$ cat config.mk
export PLATFORM = sky130hd
export DESIGN_NAME = pll_system_clock_select
export DESIGN_NICKNAME = d
export VERILOG_FILES = /design/src/clock_select_pkg.sv /design/src/clock_divider_if.sv /design/src/clock_divider.sv /design/src/pll_system_clock_select.sv
export SDC_FILE = /design/constraint.sdc
export NUM_CORES = 1
export LEC_CHECK = 0
export ABC_AREA = 1
export BUFFER_PORTS_ARGS = -buffer_cell sky130_fd_sc_hd__buf_2
export CORE_ASPECT_RATIO = 0.75
export CORE_UTILIZATION = 50
export DETAILED_ROUTE_END_ITERATION = 12
export PLACE_DENSITY = 0.69
export SKIP_LAST_GASP = 1
export SYNTH_ARGS = -nofsm -noshare
export SYNTH_HDL_FRONTEND = slang
export SYNTH_HIERARCHICAL = 1
export SYNTH_SLANG_ARGS = --single-unit
export TNS_END_PERCENT = 1
$ cat constraint.sdc
create_clock -name clock -period 2.3 [get_ports clock]
set_input_delay 0.115 -clock clock [delete_from_list [all_inputs] [get_ports clock]]
set_output_delay 0.115 -clock clock [all_outputs]
set_load 0.02 [all_outputs]
$ cat src/clock_select_pkg.sv
// Constants and types shared by the system clock selection block
// Function
// - Strap low: no loop, input passed undivided.
// - Otherwise default bypass: input divided by two.
// - Nonzero multiplier: input times n, halved.
// - Reset defaults: high speed /2, low /4.
// - No valid input, strap high: fallback clock near 2 MHz.
// - All outputs launched from one clock.
package clock_select_pkg;
   // ----------------------------------------------------------------------
   // Configuration modes
   // ----------------------------------------------------------------------
   typedef enum logic [1:0] {
      mode_disabled = 2'b00,
      mode_bypassed = 2'b01,
      mode_enabled = 2'b10,
      mode_limp = 2'b11
   } clock_mode_t;

   // ----------------------------------------------------------------------
   // Widths and timing
   // ----------------------------------------------------------------------
   localparam int unsigned mult_width = 4;
   localparam int unsigned div_width = 8;
   localparam logic [3:0] mult_reset = 4'h0;
   localparam logic [7:0] hs_div_reset = 8'h02;
   localparam logic [7:0] ls_div_reset = 8'h04;
   localparam logic [7:0] conv_div_min = 8'h02;
   localparam int unsigned clock_mhz = 250;
   localparam int unsigned limp_khz = 2000;
   localparam int unsigned limp_half_cycles = (clock_mhz * 1000) / (2 * limp_khz);
   localparam logic [7:0] limp_half_count = 8'(limp_half_cycles);
   localparam logic [7:0] loss_timeout = 8'h40;
   localparam int unsigned div_stages = 4;
endpackage : clock_select_pkg

$ cat src/clock_divider_if.sv
// Interface carrying one divider's setting and tick
`timescale 1ns/100ps
interface clock_divider_if;
   logic [7:0] divisor;
   logic tick;
   modport ctrl (output divisor, input tick);
   modport div (input divisor, output tick);
endinterface : clock_divider_if

$ cat src/clock_divider.sv
// Programmable divider producing a one-cycle enable pulse
`timescale 1ns/100ps
module clock_divider (
   input wire logic clock,
   input wire logic rst_b,
   input wire logic run,
   clock_divider_if.div port_d
);
   logic [7:0] count_q;
   logic [7:0] count_d;
   logic tick_q;
   logic tick_d;

   always_comb begin
      count_d = count_q;
      tick_d = 1'b0;
      if (run) begin
         // Divisor 0 or 1 both mean every cycle
         if (count_q + 8'h01 >= port_d.divisor) begin
            count_d = 8'h00;
            tick_d = 1'b1;
         end else begin
            count_d = count_q + 8'h01;
         end
      end
   end

   always_ff @(posedge clock or negedge rst_b) begin
      if (!rst_b) begin
         count_q <= 8'h00;
         tick_q <= 1'b0;
      end else begin
         count_q <= count_d;
         tick_q <= tick_d;
      end
   end

   assign port_d.tick = tick_q;
endmodule : clock_divider

$ cat src/pll_system_clock_select.sv
// System clock selection: strap latch, mode choice and derived clock enables
`timescale 1ns/100ps
module pll_system_clock_select (
   input wire logic clock,
   input wire logic rst_b,
   input wire logic external_clock_input,
   input wire logic loop_disable_strap,
   input wire logic multiplier_write,
   input wire logic [3:0] multiplier_value,
   input wire logic loop_clock_tick,
   input wire logic [7:0] hs_divisor,
   input wire logic hs_divisor_write,
   input wire logic [7:0] ls_divisor,
   input wire logic ls_divisor_write,
   input wire logic [7:0] conv_divisor,
   input wire logic conv_divisor_write,
   output logic system_clock_out,
   output logic external_clock_output,
   output logic high_speed_peripheral_clock,
   output logic low_speed_peripheral_clock,
   output logic converter_clock,
   output logic [1:0] clock_mode,
   output logic [3:0] multiplier_control_register
);
   // ----------------------------------------------------------------------
   // Input synchronisers
   // ----------------------------------------------------------------------
   logic [1:0] ext_sync_q;
   logic [1:0] strap_sync_q;
   logic ext_last_q;

   always_ff @(posedge clock or negedge rst_b) begin
      if (!rst_b) begin
         ext_sync_q <= 2'b00;
         ext_last_q <= 1'b0;
      end else begin
         ext_sync_q <= {ext_sync_q[0], external_clock_input};
         ext_last_q <= ext_sync_q[1];
      end
   end

   // Strap must be seen while reset is held, so it is not reset itself
   always_ff @(posedge clock) begin
      strap_sync_q <= {strap_sync_q[0], loop_disable_strap};
   end

   logic ext_rise;
   assign ext_rise = ext_sync_q[1] & ~ext_last_q;

   // ----------------------------------------------------------------------
   // Strap capture
   // ----------------------------------------------------------------------
   // Reset releases a one-cycle window in which the strap is captured
   logic in_reset_q;
   logic strap_low_q;
   logic strap_low_d;

   always_comb begin
      strap_low_d = strap_low_q;
      if (in_reset_q) begin
         strap_low_d = ~strap_sync_q[1];
      end
   end

   always_ff @(posedge clock or negedge rst_b) begin
      if (!rst_b) begin
         in_reset_q <= 1'b1;
         strap_low_q <= 1'b0;
      end else begin
         in_reset_q <= 1'b0;
         strap_low_q <= strap_low_d;
      end
   end

   // ----------------------------------------------------------------------
   // Mode and multiplier
   // ----------------------------------------------------------------------
   logic [3:0] mult_q;
   logic [3:0] mult_d;
   logic [7:0] loss_q;
   logic [7:0] loss_d;
   clock_select_pkg::clock_mode_t mode_q;
   clock_select_pkg::clock_mode_t mode_d;

   always_comb begin
      mult_d = mult_q;
      if (multiplier_write && !in_reset_q && !strap_low_q) begin
         mult_d = multiplier_value;
      end
      // Input loss detector drives the fallback mode
      loss_d = loss_q;
      if (ext_rise) begin
         loss_d = 8'h00;
      end else if (loss_q != clock_select_pkg::loss_timeout) begin
         loss_d = loss_q + 8'h01;
      end
      if (in_reset_q) begin
         mode_d = clock_select_pkg::mode_bypassed;
      end else if (strap_low_q) begin
         mode_d = clock_select_pkg::mode_disabled;
      end else if (loss_q == clock_select_pkg::loss_timeout) begin
         mode_d = clock_select_pkg::mode_limp;
      end else if (mult_q != 4'h0) begin
         mode_d = clock_select_pkg::mode_enabled;
      end else begin
         mode_d = clock_select_pkg::mode_bypassed;
      end
   end

   always_ff @(posedge clock or negedge rst_b) begin
      if (!rst_b) begin
         mult_q <= clock_select_pkg::mult_reset;
         loss_q <= 8'h00;
         mode_q <= clock_select_pkg::mode_bypassed;
      end else begin
         mult_q <= mult_d;
         loss_q <= loss_d;
         mode_q <= mode_d;
      end
   end

   // ----------------------------------------------------------------------
   // System clock generation
   // ----------------------------------------------------------------------
   // Loop output is modelled as one tick per loop period, so n per input period
   logic sys_q;
   logic sys_d;
   logic half_q;
   logic half_d;
   logic [7:0] limp_q;
   logic [7:0] limp_d;

   always_comb begin
      sys_d = sys_q;
      half_d = half_q;
      limp_d = limp_q;
      unique case (mode_q)
         clock_select_pkg::mode_disabled: begin
            sys_d = ext_sync_q[1];
         end
         clock_select_pkg::mode_bypassed: begin
            if (ext_rise) begin
               sys_d = ~sys_q;
            end
         end
         clock_select_pkg::mode_enabled: begin
            if (loop_clock_tick) begin
               sys_d = ~sys_q;
            end
         end
         clock_select_pkg::mode_limp: begin
            if (limp_q + 8'h01 >= clock_select_pkg::limp_half_count) begin
               limp_d = 8'h00;
               sys_d = ~sys_q;
            end else begin
               limp_d = limp_q + 8'h01;
            end
         end
      endcase
      half_d = sys_d & ~sys_q;
   end

   always_ff @(posedge clock or negedge rst_b) begin
      if (!rst_b) begin
         sys_q <= 1'b0;
         half_q <= 1'b0;
         limp_q <= 8'h00;
      end else begin
         sys_q <= sys_d;
         half_q <= half_d;
         limp_q <= limp_d;
      end
   end

   // ----------------------------------------------------------------------
   // Peripheral dividers
   // ----------------------------------------------------------------------
   clock_divider_if div_bus[3] ();
   logic [7:0] hs_q;
   logic [7:0] ls_q;
   logic [7:0] cv_q;
   logic [7:0] hs_d;
   logic [7:0] ls_d;
   logic [7:0] cv_d;

   always_comb begin
      hs_d = hs_divisor_write ? hs_divisor : hs_q;
      ls_d = ls_divisor_write ? ls_divisor : ls_q;
      cv_d = cv_q;
      if (conv_divisor_write) begin
         // Below two would equal the system clock rate
         cv_d = (conv_divisor < clock_select_pkg::conv_div_min) ?
                clock_select_pkg::conv_div_min : conv_divisor;
      end
   end

   always_ff @(posedge clock or negedge rst_b) begin
      if (!rst_b) begin
         hs_q <= clock_select_pkg::hs_div_reset;
         ls_q <= clock_select_pkg::ls_div_reset;
         cv_q <= clock_select_pkg::conv_div_min;
      end else begin
         hs_q <= hs_d;
         ls_q <= ls_d;
         cv_q <= cv_d;
      end
   end

   assign div_bus[0].divisor = hs_q;
   assign div_bus[1].divisor = ls_q;
   assign div_bus[2].divisor = cv_q;

   genvar g;
   generate
      for (g = 0; g < 3; g++) begin : g_div
         clock_divider u_div (
            .clock(clock),
            .rst_b(rst_b),
            .run(half_q),
            .port_d(div_bus[g])
         );
      end
   endgenerate

   // ----------------------------------------------------------------------
   // Output registers, all on the one clock
   // ----------------------------------------------------------------------
   always_ff @(posedge clock or negedge rst_b) begin
      if (!rst_b) begin
         system_clock_out <= 1'b0;
         external_clock_output <= 1'b0;
         high_speed_peripheral_clock <= 1'b0;
         low_speed_peripheral_clock <= 1'b0;
         converter_clock <= 1'b0;
         clock_mode <= 2'b01;
         multiplier_control_register <= 4'h0;
      end else begin
         system_clock_out <= sys_q;
         external_clock_output <= sys_q;
         // Ticks trail the system edge by a cycle; gating with it would hide them
         high_speed_peripheral_clock <= div_bus[0].tick;
         low_speed_peripheral_clock <= div_bus[1].tick;
         converter_clock <= div_bus[2].tick;
         clock_mode <= mode_q;
         multiplier_control_register <= mult_q;
      end
   end
endmodule : pll_system_clock_select

==> impl_metrics.csv <==
group,metric,value,unit
timing,fin_crit,2.056,ns
timing,fin_crit_sh,89.41,%
global_route,grt_max_degree,54,
min_path,hold_class,"in2reg",
global_route,grt_use_total,19.91,%
clock_network,insertion_delay,0.34,ns
routing,drtPass1Iterations,4,
layout,diodes,0,
power_and_ir_drop,powerDensity,873.6,nW/um2
layout,multi_input_area,2203,um2
timing,rsz0062_at_grt,"false",
synth,syn-cell-area,4848,um2
clock_network,cts_root_buf,"clkbuf_16",
layout,final_common_cell,"nand2_1",
die,fp-row-count,30,
routing,vias_per_cell,4.899,
clock_network,cts.clk_slew.worst_paths,0.06,ns
synth,syn_inst,542,
clock_network,cts_tree,"done",
layout,nets,680,
clock_network,cts_max_path_buffers,2,
global_route,overflow,0,
place,place_ws,0.2989,ns
critical_path,cp.arrival,2.28,ns
critical_path,end_kind,"flop",
power_and_ir_drop,leakagePower,2.989,nW
run_status,status,"complete, no violations",
synth,synth_area_per_cell,8.945,um2
synth,synth_warnings,6,
timing,worst_pin_slew,0.5085,ns
timing,setup_viol,0,
global_route,antenna_found_initial,0,
place,port_buffers,47,
timing,slew_headroom,66.10,%
timing,final.setup.tns,0,ns
place,dp_hpwl,6.242,mm
clock_network,numClockSinks,92,
layout,n_fill_cell,819,
critical_path,crit-reg2reg-launch,"g_div[0].u_div/count_q[0]",
routing,drt-total-wl,8.771,mm
die,die_area,10100,um2
synth,ys_types,40,
min_path,hp-start,"ls_divisor[3]",
synth,yosysSeqAreaShare,47.43,%
routing,drt_iter0_markers,151,
routing,postRouteAntennaNets,0,
critical_path,critPathLaunch,"g_div[0].u_div/count_q[0]",
place,routabilityCongestion,0.8107,
layout,stdcell_count,745,
timing,fmax,486.3,MHz
critical_path,critPathLaunchType,"flop",
critical_path,crit_fanout,9,
routing,vias,3650,
clock_network,htree_num_levels,3,
synth,syn_nets,610,
routing,wl_per_cell,11.77,um
place,dp.cells,713,
global_route,grt_pass1_vias,3582,
routing,remaining_drc_errors,0,
layout,drive_gt1_share,20.42,%
timing,finalClockSkew,0.009235,ns
synth,synth-seq-cells,92,
global_route,grt_pass1_wl,15.57,mm
die,design.core.area,9234,um2
timing,whs,0.01034,ns
layout,final_cell_area,5673,um2
critical_path,cp.required,2.52,ns
timing,hold_violations,0,
clock_network,cts-buffers-inserted,9,
place,place_area,5240,um2
die,die_w,115.7,um
power_and_ir_drop,ir_drop,0.0005800,V
layout,syn_to_final_growth,17.01,%
die,ios,48,
timing,final_max_slew_viol_count,0,
layout,final_cell_mix,"nand2_1, dfrtp_1, inv_1",
critical_path,crit_type,"reg2reg",
timing,layout_setup_ws,0.2437,ns
die,die_y,87.28,um
layout,ff_latch_area,2300,um2
run,maxCapViolations,0,
die,initial_core_util,52.51,%
-- critical path: stages (launching register included) --
cell and delay [ns]:
dfrtp_1 0.46, ha_1 0.26, nand2_1 0.07, nor2_1 0.13, nand3_1 0.10, nand2_1 0.10, inv_2 0.04, ha_1 0.26
nand2_1 0.06, nor2_1 0.13, nand2_2 0.15, nand4_1 0.13, nand2_1 0.06
-- report_power, final --
part	internal (mW)	switching (mW)
Combinational	0.583	0.811
Clock	0.760	0.591
Sequential	1.89	0.319
-- final timing paths --
kind,endpoint,slack (ns),cells past startpoint
max,g_div[0].u_div/count_q[5],0.24,12
min,div_bus[1].divisor[3],0.01,2
max reg2reg,g_div[0].u_div/count_q[5],0.24,12
min reg2reg,strap_sync_q[1],0.33,0
max in group asynchronous,cv_q[1],1.31,3
min in group asynchronous,div_bus[1].divisor[5],0.29,2
-- kinds of logic (layout without fill, tap and decap cells) --
kind of cell,count (synthesis),after routing,synth area share [%]
and+or+nand+nor,263,263,25.88
DFF,92,92,47.43
buffers and inverters,88,163,7.123
AOI/OAI and AO/OA,33,33,3.845
adders and majority gates,31,31,8.000
muxes,20,20,4.645
xor gates and xnor gates,14,14,2.994
other,1,1,0.07735
-- through the flow --
| stage | total power, mW | util, % |
|---|---|---|
| after floorplan | 3.247 | - |
| after global placement | 3.541 | 56.75 |
| after detailed placement | 3.610 | 56.75 |
| after CTS | 5.016 | 61.44 |
| after global routing | 5.341 | 61.44 |
| final | 4.956 | 61.44 |
-- synthesized netlist by cell type (all sizes together) --
master | number | area share (%)
dfrtp | 84 | 43
nor2 | 46 | 4.9
dfxtp | 2 | 0.83
clkinv | 5 | 0.39
nand2 | 158 | 13
o22ai | 4 | 0.52
ha | 31 | 8.0
conb | 1 | 0.077
nand3b | 3 | 0.46
or2 | 1 | 0.13
and3 | 1 | 0.13
buf | 5 | 0.70
o21bai | 1 | 0.15
a21oi | 12 | 1.2
clkbuf | 2 | 0.15
nand3 | 22 | 3.1
xor2 | 10 | 2.3
mux2 | 20 | 4.6
a21o | 3 | 0.46
nor4 | 1 | 0.13
or4 | 1 | 0.15
inv | 76 | 5.9
xnor2 | 4 | 0.72
o21ai | 11 | 1.1
nand4 | 26 | 3.4
o21a | 1 | 0.15
dfstp | 6 | 3.3
nor3 | 4 | 0.41
o32ai | 1 | 0.18
-- what timing repair did --
item	4_1_cts	5_1_grt
setup endpoints to repair	0	0
hold endpoints to repair	51	0
setup buffers	0	0
hold buffers	16	0
resized for setup	0	0
-- sequential cells by signal (all words and copies together), names as in the netlist, 2 cells and up --
| signal | count |
|---|---|
| g_div.u_div/count_q | 24 |
| div_bus.divisor | 16 |
| cv_q | 8 |
| limp_q | 8 |
| loss_q | 8 |
| mult_q | 4 |
| multiplier_control_register | 4 |
| g_div.u_div/port_d.tick | 3 |
| clock_mode | 2 |
| ext_sync_q | 2 |
| mode_q | 2 |
| strap_sync_q | 2 |
-- final cells by class --
type	count	share of cell area, %
clock buffers	12	4.345
clock inverters	4	0.4632
inverters	81	5.360
multi-input cells	362	38.84
flip-flops and latches	92	40.54
well taps	128	2.823
repair buffers	66	7.631
-- metal layers --
metal / track usage, % / part of all wire [%] / vias to the layer above
met1: 25.70 / 49 / 1685
li1: - / - / 1881
met4: 5.944 / 0.83 / 0
met5: 0 / 0 / -
met2: 32.72 / 46 / 77
met3: 5.637 / 4.2 / 7
(Power assumes the default switching activity.)
